==> config.mk <==
export PLATFORM = sky130hd
export DESIGN_NAME = mps_top
export DESIGN_NICKNAME = d
export VERILOG_FILES = /design/src/inc/mps_pkg.sv /design/src/core/mps_top.sv
export VERILOG_INCLUDE_DIRS = /design/src /design/src/inc
export SDC_FILE = /design/constraint.sdc
export NUM_CORES = 1
export LEC_CHECK = 0
export BUFFER_PORTS_ARGS = -buffer_cell sky130_fd_sc_hd__buf_4
export CELL_PAD_IN_SITES_DETAIL_PLACEMENT = 1
export CELL_PAD_IN_SITES_GLOBAL_PLACEMENT = 1
export CORE_ASPECT_RATIO = 1.1
export CORE_MARGIN = 2
export CORE_UTILIZATION = 40
export CTS_BUF_LIST = sky130_fd_sc_hd__clkbuf_8 sky130_fd_sc_hd__clkbuf_16
export CTS_CLUSTER_SIZE = 28
export DETAILED_ROUTE_END_ITERATION = 7
export PLACE_DENSITY = 0.73
export SYNTH_ARGS = -nofsm -noshare
export SYNTH_HDL_FRONTEND = slang
export SYNTH_HIERARCHICAL = 1
export SYNTH_SLANG_ARGS = --single-unit
==> constraint.sdc <==
create_clock -name clk -period 7 [get_ports clk]
set_input_delay 1.4 -clock clk [delete_from_list [all_inputs] [get_ports clk]]
set_output_delay 1.4 -clock clk [all_outputs]
set_load 0.01 [all_outputs]
==> src/inc/mps_defines.svh <==
// Constants for the multi-protocol serial block.
// Assumes a 10 MHz system clock.
`ifndef MPS_DEFINES_SVH
`define MPS_DEFINES_SVH
`define MPS_P_UART    2'h0
`define MPS_P_SPI     2'h1
`define MPS_P_I2C     2'h2
`define MPS_U_LIN     2'h1
`define MPS_U_IRDA    2'h2
`define MPS_U_SC      2'h3
`define MPS_S_FRAMED  2'h1
`define MPS_S_HALF    2'h2
`define MPS_W         9
`define MPS_DEPTH     8
`define MPS_MBX_WORDS 16
`define MPS_CLK_NS    100
`define MPS_UART_NS   1000
`define MPS_I2C_NS    2500
`define MPS_UART_CYC  16'((`MPS_UART_NS + `MPS_CLK_NS - 1) / `MPS_CLK_NS)
`define MPS_I2C_QCYC  16'((`MPS_I2C_NS / 4 + `MPS_CLK_NS - 1) / `MPS_CLK_NS)
`define MPS_IR_NUM    18'h3
`define MPS_IR_SH     4
`define MPS_LAST_BIT  4'h7
`define MPS_ACK_BIT   4'h8
`define MPS_UF_LONG   4'hb
`define MPS_UF_SHORT  4'ha
`define MPS_FILL      8'hff
`endif

==> src/inc/mps_pkg.sv <==
// Types shared by the multi-protocol serial block.
// Assumes mps_defines.svh is included by the design files.
package mps_pkg;
    typedef enum logic [2:0] {
        m_idle, m_start, m_next, m_bit, m_stop
    } mps_m_e;
endpackage

==> src/core/mps_top.sv <==
// Multi-protocol serial block: UART, SPI slave, I2C master/slave.
// Assumes pins arrive asynchronously and controls are static per frame.
`timescale 1ns/10ps
`include "mps_defines.svh"

module mps_fifo #(
    parameter int W = `MPS_W,
    parameter int D = `MPS_DEPTH
) (
    input  wire logic         clk,
    input  wire logic         rst,
    input  wire logic         clr,
    input  wire logic [W-1:0] in_data,
    input  wire logic         in_valid,
    output logic              in_ready,
    output logic [W-1:0]      out_data,
    output logic              out_valid,
    input  wire logic         out_ready
);
    logic [W-1:0]         mem [D];
    logic [$clog2(D)-1:0] wp;
    logic [$clog2(D)-1:0] rp;
    logic [$clog2(D):0]   cnt;
    logic [$clog2(D):0]   next_cnt;
    logic                 push;
    logic                 pop;
    assign push = in_valid && in_ready;
    assign pop = out_valid && out_ready;
    assign out_data = mem[rp];
    assign next_cnt = cnt + ($clog2(D)+1)'(push) - ($clog2(D)+1)'(pop);
    always_ff @(posedge clk) begin
        if (push) begin
            mem[wp] <= in_data;
        end
    end
    always_ff @(posedge clk) begin
        if (rst || clr) begin
            wp <= '0;
            rp <= '0;
            cnt <= '0;
            in_ready <= 1'b1;
            out_valid <= 1'b0;
        end else begin
            wp <= wp + $clog2(D)'(push);
            rp <= rp + $clog2(D)'(pop);
            cnt <= next_cnt;
            in_ready <= next_cnt != ($clog2(D)+1)'(D);
            out_valid <= next_cnt != '0;
        end
    end
endmodule

module mps_top
    import mps_pkg::*;
(
    input  wire logic        clk,
    input  wire logic        rst,
    input  wire logic [1:0]  proto_sel,
    input  wire logic [1:0]  uart_variant,
    input  wire logic [1:0]  spi_variant,
    input  wire logic        i2c_master,
    input  wire logic        memory_mailbox_slave,
    input  wire logic        mp_mode,
    input  wire logic        parity_en,
    input  wire logic        parity_odd,
    input  wire logic [15:0] rate_div,
    input  wire logic [6:0]  own_addr,
    input  wire logic [6:0]  irq_enable,
    input  wire logic [6:0]  status_clr,
    output logic [6:0]       status,
    output logic             irq,
    input  wire logic [8:0]  tx_data,
    input  wire logic        tx_valid,
    output logic             tx_ready,
    output logic [8:0]       rx_data,
    output logic             rx_valid,
    input  wire logic        rx_ready,
    input  wire logic        uart_rx_pin,
    output logic             uart_tx_pin,
    input  wire logic        spi_sck_pin,
    input  wire logic        spi_mosi_pin,
    input  wire logic        spi_ss_n_pin,
    output logic             spi_miso_pin,
    output logic             spi_miso_oe_n,
    input  wire logic        scl_in,
    output logic             scl_out,
    output logic             scl_oe_n,
    input  wire logic        sda_in,
    output logic             sda_out,
    output logic             sda_oe_n
);
    function automatic logic [15:0] clampdiv(input logic [15:0] d,
                                             input logic [15:0] m);
        return (d < m) ? m : d;
    endfunction
    function automatic logic par(input logic [7:0] d, input logic odd);
        return (^d) ^ odd;
    endfunction

    logic [5:0] s1;
    logic [5:0] s2;
    logic [5:0] s3;
    logic [1:0] proto_q;
    logic       chg;
    logic [8:0] txq_d;
    logic       txq_v;
    logic       txq_pop;
    logic [8:0] rxq_d;
    logic       rxq_v;
    logic       rxq_room;
    logic [6:0] ev;
    logic [6:0] next_status;

    // Pin synchronisers: rx, sck, mosi, ss_n, scl, sda
    always_ff @(posedge clk) begin
        s1 <= {uart_rx_pin, spi_sck_pin, spi_mosi_pin, spi_ss_n_pin,
               scl_in, sda_in};
        s2 <= s1;
        s3 <= s2;
    end

    always_ff @(posedge clk) begin
        if (rst) begin
            proto_q <= `MPS_P_UART;
        end else begin
            proto_q <= proto_sel;
        end
    end
    assign chg = proto_sel != proto_q;

    mps_fifo #(.W(`MPS_W), .D(`MPS_DEPTH)) u_txq (
        .clk       (clk),
        .rst       (rst),
        .clr       (chg),
        .in_data   (tx_data),
        .in_valid  (tx_valid),
        .in_ready  (tx_ready),
        .out_data  (txq_d),
        .out_valid (txq_v),
        .out_ready (txq_pop)
    );
    mps_fifo #(.W(`MPS_W), .D(`MPS_DEPTH)) u_rxq (
        .clk       (clk),
        .rst       (rst),
        .clr       (chg),
        .in_data   (rxq_d),
        .in_valid  (rxq_v),
        .in_ready  (rxq_room),
        .out_data  (rx_data),
        .out_valid (rx_valid),
        .out_ready (rx_ready)
    );

    // UART
    logic        uon;
    logic        ninth;
    logic        irda;
    logic [15:0] ubd;
    logic [15:0] ilen;
    logic        utb;
    logic [15:0] utc;
    logic [3:0]  utn;
    logic [10:0] uts;
    logic        urb;
    logic [15:0] urc;
    logic [3:0]  urn;
    logic [10:0] urs;
    logic        usmp;
    logic        ulow;
    logic        ux;
    logic        ubit;
    logic        udone;
    logic        unak;
    logic [15:0] unc;
    logic        mpm;
    logic [7:0]  ud;
    logic        u_pe;
    logic        u_fe;
    logic        u_brk;
    logic        u_acc;
    logic        upop;
    assign uon = proto_q == `MPS_P_UART && !chg;
    assign ninth = mp_mode || parity_en;
    assign irda = uart_variant == `MPS_U_IRDA;
    assign ubd = clampdiv(rate_div, `MPS_UART_CYC);
    assign ilen = 16'(({2'b00, ubd} * `MPS_IR_NUM) >> `MPS_IR_SH);
    assign upop = uon && !utb && txq_v && !unak;
    assign ux = irda ? !s2[5] : s2[5];
    assign ubit = irda ? !(ulow || !ux) : usmp;
    assign ud = ninth ? urs[8:1] : urs[9:2];
    assign u_fe = !urs[10];
    assign u_brk = u_fe && ud == 8'h00 && !(ninth && urs[9]);
    assign u_pe = parity_en && !mp_mode && urs[9] != par(ud, parity_odd);
    assign u_acc = (!mp_mode || (urs[9] ? ud == {1'b0, own_addr} : mpm))
                   && !(uart_variant == `MPS_U_LIN && u_brk);

    always_ff @(posedge clk) begin
        if (rst || !uon) begin
            utb <= 1'b0;
            utc <= 16'h0000;
            utn <= 4'h0;
            uts <= '1;
        end else if (upop) begin
            utb <= 1'b1;
            utc <= ubd;
            utn <= ninth ? `MPS_UF_LONG : `MPS_UF_SHORT;
            uts <= ninth ? {1'b1, mp_mode ? txq_d[8]
                   : par(txq_d[7:0], parity_odd), txq_d[7:0], 1'b0}
                   : {2'b11, txq_d[7:0], 1'b0};
        end else if (utb && utc == 16'h0000) begin
            utc <= ubd;
            uts <= {1'b1, uts[10:1]};
            utn <= utn - 4'h1;
            utb <= utn != 4'h1;
        end else if (utb) begin
            utc <= utc - 16'h0001;
        end
    end

    always_ff @(posedge clk) begin
        if (rst || !uon) begin
            urb <= 1'b0;
            urc <= 16'h0000;
            urn <= 4'h0;
            urs <= '0;
            usmp <= 1'b1;
            ulow <= 1'b0;
            udone <= 1'b0;
            mpm <= 1'b0;
            unak <= 1'b0;
            unc <= 16'h0000;
        end else begin
            udone <= 1'b0;
            if (!urb && !ux) begin
                urb <= 1'b1;
                urc <= ubd;
                urn <= ninth ? `MPS_UF_LONG : `MPS_UF_SHORT;
                ulow <= 1'b0;
            end else if (urb && urc == 16'h0000) begin
                urc <= ubd;
                urs <= {ubit, urs[10:1]};
                urn <= urn - 4'h1;
                urb <= urn != 4'h1;
                udone <= urn == 4'h1;
                ulow <= 1'b0;
            end else if (urb) begin
                urc <= urc - 16'h0001;
                ulow <= ulow || !ux;
                if (urc == (ubd >> 1)) begin
                    usmp <= ux;
                end
            end
            if (udone && mp_mode && urs[9]) begin
                mpm <= ud == {1'b0, own_addr};
            end
            if (udone && u_pe && uart_variant == `MPS_U_SC) begin
                unak <= 1'b1;
                unc <= ubd;
            end else if (unak && unc == 16'h0000) begin
                unak <= 1'b0;
            end else if (unak) begin
                unc <= unc - 16'h0001;
            end
        end
    end

    always_ff @(posedge clk) begin
        if (rst) begin
            uart_tx_pin <= 1'b1;
        end else if (unak) begin
            uart_tx_pin <= 1'b0;
        end else if (irda) begin
            uart_tx_pin <= utb && !uts[0] && utc > ubd - ilen;
        end else begin
            uart_tx_pin <= !utb || uts[0];
        end
    end

    // SPI slave
    logic       son;
    logic       framed;
    logic       half;
    logic       sr;
    logic       sf;
    logic       sact;
    logic       sdir;
    logic [3:0] sn;
    logic [7:0] srx;
    logic [7:0] stx;
    logic       sstart;
    logic       sbyte;
    logic       spop;
    assign son = proto_q == `MPS_P_SPI && !chg;
    assign framed = spi_variant == `MPS_S_FRAMED;
    assign half = spi_variant == `MPS_S_HALF;
    assign sr = s2[4] && !s3[4];
    assign sf = !s2[4] && s3[4];
    assign sstart = !sact && (framed ? sr && s2[2] : !s2[2]);
    assign sbyte = sact && sr && sn == `MPS_LAST_BIT;
    assign spop = son && txq_v && (sstart || (sbyte && !framed));

    always_ff @(posedge clk) begin
        if (rst || !son) begin
            sact <= 1'b0;
            sdir <= 1'b0;
            sn <= 4'h0;
            srx <= 8'h00;
            stx <= `MPS_FILL;
            spi_miso_pin <= 1'b1;
            spi_miso_oe_n <= 1'b1;
        end else begin
            if (!framed && s2[2]) begin
                sact <= 1'b0;
            end else if (sstart || (sbyte && !framed)) begin
                sact <= 1'b1;
                sn <= 4'h0;
                sdir <= txq_v;
                stx <= txq_v ? txq_d[7:0] : `MPS_FILL;
                if (sstart) begin
                    spi_miso_pin <= txq_v ? txq_d[7] : 1'b1;
                end
            end else if (sact && sr) begin
                sn <= sn + 4'h1;
                stx <= {stx[6:0], 1'b1};
                sact <= !sbyte;
            end
            if (sact && sr) begin
                srx <= {srx[6:0], s2[3]};
            end
            if (sact && sf) begin
                spi_miso_pin <= stx[7];
            end
            spi_miso_oe_n <= !((sact || sstart) && !(half && !sdir));
        end
    end

    // I2C master
    logic        ion;
    logic        mon;
    mps_m_e      ms;
    logic [1:0]  mq;
    logic [15:0] mt;
    logic [15:0] iqd;
    logic [3:0]  mb;
    logic [7:0]  msh;
    logic        msc;
    logic        msd;
    logic        mrd;
    logic        mbr;
    logic        mfirst;
    logic        mlast;
    logic        mpend;
    logic        mlost;
    logic        mdone;
    logic        mpop;
    logic        mpush;
    assign ion = proto_q == `MPS_P_I2C && !chg;
    assign mon = ion && i2c_master;
    assign iqd = clampdiv(rate_div, `MPS_I2C_QCYC);
    assign mpush = mon && mt == 16'h0000 && ms == m_next && mpend
                   && rxq_room;
    assign mpop = mon && mt == 16'h0000 && ms == m_next && !mpend
                  && !mlast && txq_v;

    always_ff @(posedge clk) begin
        if (rst || !mon) begin
            ms <= m_idle;
            mq <= 2'h0;
            mt <= 16'h0000;
            mb <= 4'h0;
            msh <= `MPS_FILL;
            {msc, msd, mrd, mbr, mfirst, mlast, mpend} <= 7'h62;
            {mlost, mdone} <= 2'h0;
        end else begin
            {mlost, mdone} <= 2'h0;
            if (mt != 16'h0000) begin
                mt <= mt - 16'h0001;
            end else begin
                case (ms)
                m_idle: if (txq_v && s2[1] && s2[0]) begin
                    ms <= m_start;
                    msd <= 1'b0;
                    mt <= iqd;
                    mfirst <= 1'b1;
                    mlast <= 1'b0;
                end
                m_start: begin
                    msc <= 1'b0;
                    ms <= m_next;
                    mt <= iqd;
                end
                m_next: if (mpend) begin
                    mpend <= !rxq_room;
                end else if (mlast) begin
                    ms <= m_stop;
                    mq <= 2'h0;
                end else if (txq_v) begin
                    ms <= m_bit;
                    mq <= 2'h0;
                    mb <= 4'h0;
                    mbr <= mrd && !mfirst;
                    msh <= (mrd && !mfirst) ? `MPS_FILL : txq_d[7:0];
                    mlast <= txq_d[8];
                    mfirst <= 1'b0;
                    if (mfirst) begin
                        mrd <= txq_d[0];
                    end
                end
                m_bit: begin
                    mq <= mq + 2'h1;
                    mt <= iqd;
                    case (mq)
                    2'h0: msd <= (mb == `MPS_ACK_BIT) ? (!mbr || mlast)
                                 : (mbr || msh[7]);
                    2'h1: msc <= 1'b1;
                    2'h2: if (!s2[1]) begin
                        mq <= mq;
                    end else if (msd && !s2[0] && !mbr
                                 && mb != `MPS_ACK_BIT) begin
                        ms <= m_idle;
                        {msc, msd} <= 2'h3;
                        mlost <= 1'b1;
                    end else if (mb != `MPS_ACK_BIT) begin
                        msh <= {msh[6:0], s2[0]};
                    end else if (!mbr && s2[0]) begin
                        mlast <= 1'b1;
                    end
                    default: begin
                        msc <= 1'b0;
                        mb <= mb + 4'h1;
                        if (mb == `MPS_ACK_BIT) begin
                            ms <= m_next;
                            mpend <= mbr;
                        end
                    end
                    endcase
                end
                m_stop: begin
                    mq <= mq + 2'h1;
                    mt <= iqd;
                    case (mq)
                    2'h0: msd <= 1'b0;
                    2'h1: msc <= 1'b1;
                    default: begin
                        msd <= 1'b1;
                        ms <= m_idle;
                        mdone <= 1'b1;
                    end
                    endcase
                end
                default: ms <= m_idle;
                endcase
            end
        end
    end

    // I2C slave with optional mailbox
    logic [7:0] mbx [`MPS_MBX_WORDS];
    logic       slon;
    logic       sc_r;
    logic       sc_f;
    logic       sa;
    logic       sadr;
    logic       srw;
    logic       sfirst;
    logic       sdl;
    logic       sstr;
    logic [3:0] sbn;
    logic [7:0] ssh;
    logic [7:0] sst;
    logic [3:0] sptr;
    logic       snext;
    logic       slpop;
    logic       slpush;
    assign slon = ion && !i2c_master;
    assign sc_r = s2[1] && !s3[1];
    assign sc_f = !s2[1] && s3[1];
    assign snext = sc_f && sbn == `MPS_ACK_BIT && srw;
    assign slpop = slon && sa && srw && !memory_mailbox_slave && txq_v
                   && (sstr || snext);
    assign slpush = slon && sa && !srw && !sadr && !memory_mailbox_slave
                    && rxq_room && (sstr || (sc_f && sbn == `MPS_LAST_BIT));

    always_ff @(posedge clk) begin
        if (rst || !slon) begin
            {sa, sadr, srw, sfirst, sdl, sstr} <= 6'h00;
            sbn <= 4'h0;
            ssh <= 8'h00;
            sst <= `MPS_FILL;
            sptr <= 4'h0;
        end else if (s2[1] && !s2[0] && s3[0]) begin
            {sa, sadr, sfirst, sdl, sstr} <= 5'h1c;
            sbn <= 4'h0;
        end else if (s2[1] && s2[0] && !s3[0]) begin
            {sa, sdl, sstr} <= 3'h0;
        end else if (sa && sstr) begin
            if (slpush) begin
                {sstr, sdl} <= 2'h1;
            end else if (slpop) begin
                sstr <= 1'b0;
                sst <= {txq_d[6:0], 1'b1};
                sdl <= !txq_d[7];
            end
        end else if (sa && sc_r) begin
            if (sbn != `MPS_ACK_BIT) begin
                ssh <= {ssh[6:0], s2[0]};
            end else if (srw && s2[0]) begin
                {sa, sdl} <= 2'h0;
            end
        end else if (sa && sc_f) begin
            sbn <= (sbn == `MPS_ACK_BIT) ? 4'h0 : sbn + 4'h1;
            if (sbn == `MPS_LAST_BIT) begin
                sdl <= 1'b0;
                if (sadr) begin
                    sadr <= 1'b0;
                    sa <= ssh[7:1] == own_addr;
                    sdl <= ssh[7:1] == own_addr;
                    srw <= ssh[0];
                end else if (!srw && memory_mailbox_slave) begin
                    sdl <= 1'b1;
                    sfirst <= 1'b0;
                    sptr <= sfirst ? ssh[3:0] : sptr + 4'h1;
                    if (!sfirst) begin
                        mbx[sptr] <= ssh;
                    end
                end else if (!srw) begin
                    sdl <= slpush;
                    sstr <= !slpush;
                end
            end else if (snext && memory_mailbox_slave) begin
                sst <= {mbx[sptr][6:0], 1'b1};
                sdl <= !mbx[sptr][7];
                sptr <= sptr + 4'h1;
            end else if (snext) begin
                sst <= {txq_d[6:0], 1'b1};
                sdl <= txq_v && !txq_d[7];
                sstr <= !txq_v;
            end else if (sbn == `MPS_ACK_BIT) begin
                sdl <= 1'b0;
            end else if (srw) begin
                sdl <= !sst[7];
                sst <= {sst[6:0], 1'b1};
            end
        end
    end

    // Shared FIFO ports and open-drain drive
    assign txq_pop = upop || spop || mpop || slpop;
    assign rxq_v = (uon && udone && u_acc) || (son && sbyte
                   && !(half && sdir)) || mpush || slpush;
    always_comb begin
        rxq_d = {1'b0, ssh};
        if (uon) begin
            rxq_d = {mp_mode && urs[9], ud};
        end else if (son) begin
            rxq_d = {1'b0, srx[6:0], s2[3]};
        end else if (mon) begin
            rxq_d = {1'b0, msh};
        end
    end

    always_ff @(posedge clk) begin
        if (rst) begin
            scl_out <= 1'b0;
            sda_out <= 1'b0;
            scl_oe_n <= 1'b1;
            sda_oe_n <= 1'b1;
        end else begin
            scl_oe_n <= !(ion && (i2c_master ? !msc : sstr));
            sda_oe_n <= !(ion && (i2c_master ? !msd : sdl));
        end
    end

    // Sticky events gated by enables
    assign ev = {mdone || (uon && utb && utn == 4'h1 && utc == 16'h0000)
                 || (son && sbyte), mlost, uon && udone && u_brk,
                 uon && udone && u_fe, uon && udone && u_pe,
                 !txq_v, rxq_v};
    assign next_status = (status & ~status_clr) | ev;
    always_ff @(posedge clk) begin
        if (rst) begin
            status <= 7'h00;
            irq <= 1'b0;
        end else begin
            status <= next_status;
            irq <= |(next_status & irq_enable);
        end
    end
endmodule

; Word level (Yosys, flattened, before mapping)
; Memory sizes are Yosys's and may differ from the RTL's. A register that Yosys moved wholly into a read port is not among the register bits.
; Index checks and enable logic that the tools add are counted.
[word_totals]
register_bits = 234
ramBits = 272
input_bits = 67
out_inout_bits = 26
memories = 3
[memory_table]
columns = memory, words, word_bits, read_ports, rd_clocked_by_memory_dff, write_ports, line_no
row1 = mbx, 16, 8, 1, 1, 1, mps_top.sv:458  ; logic [7:0] mbx [`MPS_MBX_WORDS];
row2 = u_rxq.mem, 8, 9, 1, 1, 1, mps_top.sv:20  ; logic [W-1:0] mem [D];
row3 = u_txq.mem, 8, 9, 1, 1, 1, mps_top.sv:20
[classes]
add_sub_neg = 20
mul = 1
magnitude_cmp = 3
n_eq_ne = 76
mux = 195
n_bitwise = 20
n_reduce_logical = 247
[ops]
columns = cell, count
row1 = 16-bit two-way mux, 13
row2 = 8-bit two-way mux, 24
row3 = 1-bit two-way mux, 107
row4 = 1-bit logical AND, 96
row5 = 4-bit two-way mux, 18
row6 = 16-bit logical NOT, 4
row7 = 16-bit by 1-bit subtractor with 16-bit output (second input constant), 4
row8 = 1-bit logical NOT, 48
row9 = 2-bit != test (second input constant), 24
row10 = 9-bit AND reduction, 4
row11 = 16-bit one-hot mux with 2 select lines, 1
row12 = 3-bit two-way mux, 10
row13 = 3-bit != test (second input constant), 10
row14 = 6-bit AND reduction, 5
row15 = 2-bit nonzero test, 14
row16 = 3-bit nonzero test, 9
row17 = 5-bit AND reduction, 5
row18 = 4-bit nonzero test, 6
row19 = 1-bit logical OR, 23
row20 = 11-bit two-way mux, 2
row21 = 7-bit AND reduction, 3
row22 = 4-bit != test (second input constant), 5
row23 = 16-bit by 2-bit multiplier with 18-bit output (second input constant), 1
row24 = 3-bit OR reduction, 6
row25 = other kinds (56), 120

; Longest topological paths before layout
[logic_depth]
ltp_word = 18
ltp_mapped = 31
ltp_nobuf = 29

; By module
; The synthesis kept the hierarchy.
[by_module_without_submodules]
columns = module, instances, cells_each, area_each_um2, seq_area_each_um2
row1 = mps_top, 1, 1913, 17969.7, 8027.7
row2 = mps_fifo, 2, 174, 3377.0, 2402.3

; Least setup slack after synthesis
; Ideal clock, no wire load.
[synth_path]
path_type = input port to flip-flop
start = in rate_div[14]
end = reg uart_tx_pin
arrival_time_ps = 7254
required_ps = 6885
setup_slack_ps = -368
path_stages = 31
n_path_buf = 2
cell_sequence = inv_1 -> ha_1 -> or3b_2 -> or4_4 -> buf_6 -> and2_0 -> clkbuf_1 -> ha_1 -> o2111ai_1 -> o21a_1 -> o31ai_1 -> and2_1 -> o21ai_0 -> a21o_1 -> ha_1 -> a21o_1 -> a21o_1 -> a21o_1 -> a21o_1 -> a21o_1 -> a21oi_1 -> o221ai_1 -> xor2_1 -> ha_1 -> nand3_1 -> nor2_1 -> nand2_1 -> or3_1 -> a21oi_1 -> o21ai_0 -> o21a_1
[synth_between]
elab_chain_len = 8
[synth_rtl]
columns = element, line_no
row1 = from (decl), mps_top.sv:66  ; input wire logic [15:0] rate_div,
row2 = 16-bit by 4-bit < comparator with 1-bit output, mps_top.sv:94  ; return (d < m) ? m : d;
row3 = 16-bit two-way mux *, mps_top.sv:94
row4 = 16-bit by 2-bit multiplier with 18-bit output (no source line), --
row5 = 16-bit by 14-bit subtractor with 16-bit output *, mps_top.sv:273  ; uart_tx_pin <= utb && !uts[0] && utc > ubd - ilen;
row6 = 16-bit > comparator *, mps_top.sv:273
row7 = 1-bit logical AND *, mps_top.sv:273
row8 = 1-bit two-way mux *, mps_top.sv:272  ; end else if (irda) begin
row9 = 1-bit two-way mux *, mps_top.sv:270  ; end else if (unak) begin
row10 = to (signal assigned), mps_top.sv:273
row11 = to (signal assigned), mps_top.sv:275  ; uart_tx_pin <= !utb || uts[0];
row12 = to (decl), mps_top.sv:79  ; output logic uart_tx_pin,
; Mark *: on every way between the ends. The rest lies on a longest branch, timed or not.
; A chain may end at the register's enable or synchronous reset.

; Final worst setup path
; Ends and elaborated chain as after synthesis.

==> summary.md <==
| Metric | Value |
|---|---|
| Post-synth EDFFs | 272 |
| GRT Resource Usage Total | 0.223 |
| Cell variety after synth | a little under 80 |
| Hold WS | approximately 0.33 ns |
| Initial antenna violation count | 1 |
| RSZ-0062 raised after global routing | no |
| Post-synth top area share | 0.330 |
| Inserted Clock Buffers | between 50 and 60 |
| Total Die Area | approximately 0.064 mm² |
| I/O Buffers | 90 |
| Register area share after synthesis | 0.519 |
| Prevailing post-synth register cell | edfxtp_1 |
| Pre-CTS setup slack | -0.252 ns |
| WL/cell | between 20 and 25 µm |
| Antenna viol nets, final | 0 |
| Fmax | approximately 150 MHz |
| Htree depth | 2 |
| Post-synthesis cell count | around 2.3k |
| M1 GR Usage | 0.268 |
| Die width | between 200 and 250 µm |
| Rows | 95 |
| Worst-margin pin slew | ~1.2 ns |
| Sum of buffers and inverters on the critical path | 3 |
| First-pass GRT wire length | ~110 mm |
| PostCTS Resize Cnt | 0 |
| Initial Util | 0.405 |
| Ys async rst share | 0 |
| Post-layout min period | roughly 6.7 ns |
| Headroom to the max-slew limit | 0.216 |
| Gp weighted congestion | between 0.8 and 0.9 |
| 1st-iter DRT viols | around 1.0k |
| Post-route clock period utilization | 0.955 |
| Share of cells above drive strength 1 | 0.135 |
| Synthesis Warnings | 6 |
| Number of buffers inserted by post-CTS setup repair | 0 |
| Mapped Area | roughly 0.025 mm² |
| Peak supply drop | 0.211 mV |
| Busiest grt layer | met2 |
| Clock Tree Root | clkbuf_16 |
| WS Path Type | primary input to flop |
| Finished Core Util | 0.462 |
| Syn-to-layout area delta | 14.2% |
| Crit-path leading delay family | compound AO/OA/AOI/OAI gates |
| Max Cap Viol | 0 |
| Final std cells w/o fill | 3218 |
| Leak | 0.0106 µW |
| Worst setup margin | 0.317 ns |
| Final hold violation count | 0 |
| GR Overflow Total | 0 |
| Post-layout net count | between 2k and 3k |
| # IOs | 93 |
| Power after layout | roughly 6500 µW |
| DRT Pass-1 Iters | 5 |
| Crit path depth | 30 |
| Crit start category | primary input |
| CTS sink count | 505 |
| Worst path arrival time | between 7 and 8 ns |
| Crit-path slowest cell | or4_4 |
| Drt total wl | roughly 71 mm |
| Routing usage on met2 | 0.402 |
| Worst Hold Class | flop to flop |
| Core area | ~0.061 mm² |
| Critical path's largest stage delay | roughly 0.54 ns |
| Crit. End Element | flop |
| Largest net degree at the start of global routing | 44 |
| PwrDens | 231 mW/mm² |
| Worst R2R Path Depth | 9 |
| DR vias/cell | 5.66 |
| # DRC | 0 |
| Vias in the first global route | around 19k |
| Max clock buf depth | 3 |
| Die Ht | about 260 µm |
| CP max FO | 4 |
| WHS Path Cells | 0 |
| Most area-consuming cells after synthesis | edfxtp_1 33%, dfxtp_1 19%, ha_1 4.2% |
| Status | finished clean |
| Layout fillers | about 6.6k |
| Clk_skew | between 0.03 and 0.04 ns |
| Met3 GRT Util | 0.0301 |
| Synthesis-stage register bit count | 505 |
| Worst-Skew Late Latency | around 0.62 ns |
| Clk pin slew, worst setup/hold paths | 0.06 ns |
| Avg Inst Size Synth | around 11 µm² |
| CTS tree | yes |
| Final setup fails | 0 |
| Cells after DPL | between 3k and 4k |
| Via count | 18.2k |
| Hold_buf cts | 0 |
| Worst EP required | 7.50 ns |
| Slew Limit Fails | 0 |
| Area leader, netlist | edfxtp_1 |
| CP most frequent cell | a21o_1 |
| Post-DP HPWL | 50.0 mm |
-- path summary, 6_finish.rpt --
path                           to  slack [ns]    startpoint
setup / recovery      uart_tx_pin        0.32  rate_div[14]
hold / removal              s2[5]        0.33         s1[5]
setup reg to reg  u_rxq/mem[2][7]        2.36         mt[2]
hold reg to reg             s2[5]        0.33         s1[5]
-- where the power goes --
| group | internal (µW) | switching [µW] | leakage, µW |
|---|---|---|---|
| registers | 3120 | 13.2 | 0.00476 |
| clock network | 1590 | 1220 | 0.000877 |
| logic | 247 | 336 | 0.00498 |
-- sequential cells by signal, summed over array words and instances, names as in the netlist, 8 cells and up, named ones only --
name / flops
stx: 8
mbx: 128
utc: 16
u_txq/mem: 72
uts: 10
mt: 16
urs: 10
unc: 16
msh: 8
ssh: 8
u_rxq/mem: 72
urc: 16
-- final cells by class --
class	count	area (µm²)	share of cell area
well taps	824	1030	0.0365
inverters	67	251	0.00891
clock buffers	61	1440	0.0509
repair buffers	155	1160	0.0412
multi-input cells	1567	11200	0.397
diodes	1	2.50	0.0000886
clock inverters	38	314	0.0111
flip-flops and latches	505	12800	0.454
-- synthesized netlist by cell type (30+ instances only) --
cell type  instances
nand2_1          201
mux4_2            34
o211ai_1          31
o21ai_0          115
nor2b_1           30
a21oi_1          123
edfxtp_1         272
a211oi_1          41
xnor2_1           64
mux2i_1           50
nor3_1            74
nand3_1           38
nor2_1           225
dfxtp_1          233
mux4_1            36
xor2_1            58
inv_1             67
ha_1              83
clkbuf_1         102
-- cell usage in the layout (no fill, tap or decap), drive strengths merged, types with 25 or more instances in the layout --
cell type  netlist  final
edfxtp         272    272
dfxtp          233    233
nor2           225    225
nand2          201    201
buf             21    155
a21oi          123    123
o21ai          117    117
ha              83     83
inv             67     79
nor3            74     74
mux4            70     70
xnor2           64     64
clkbuf         102     61
xor2            58     58
mux2i           50     50
a211oi          42     42
nand3           38     38
o211ai          31     31
and2            31     31
nor2b           30     30
nand2b          28     28
nor4            25     25
-- per-stage QoR --
step	cell area, µm²	TNS, ns
after floorplan	24800	0
after global placement	26500	-0.201
after detailed placement	26500	-0.252
after CTS	28200	0
after global routing	28200	0
final	28200	0
-- metal layers --
| layer | wire length [µm] | up-vias |
|---|---|---|
| met5 | 0 | - |
| met4 | 2530 | 0 |
| met1 | 29300 | 9211 |
| li1 | - | 8535 |
| met3 | 2560 | 127 |
| met2 | 36700 | 350 |
-- kinds of logic after synthesis --
group | after synthesis | synth area share
compound gates | 448 | 0.114
xor+xnor | 122 | 0.0432
fa+ha+maj | 85 | 0.0436
buf+inv | 190 | 0.0313
flops | 505 | 0.519
mux | 138 | 0.0977
other cells | 1 | 0.000152
simple gates | 772 | 0.151
Power figures use the tool's default switching activity.
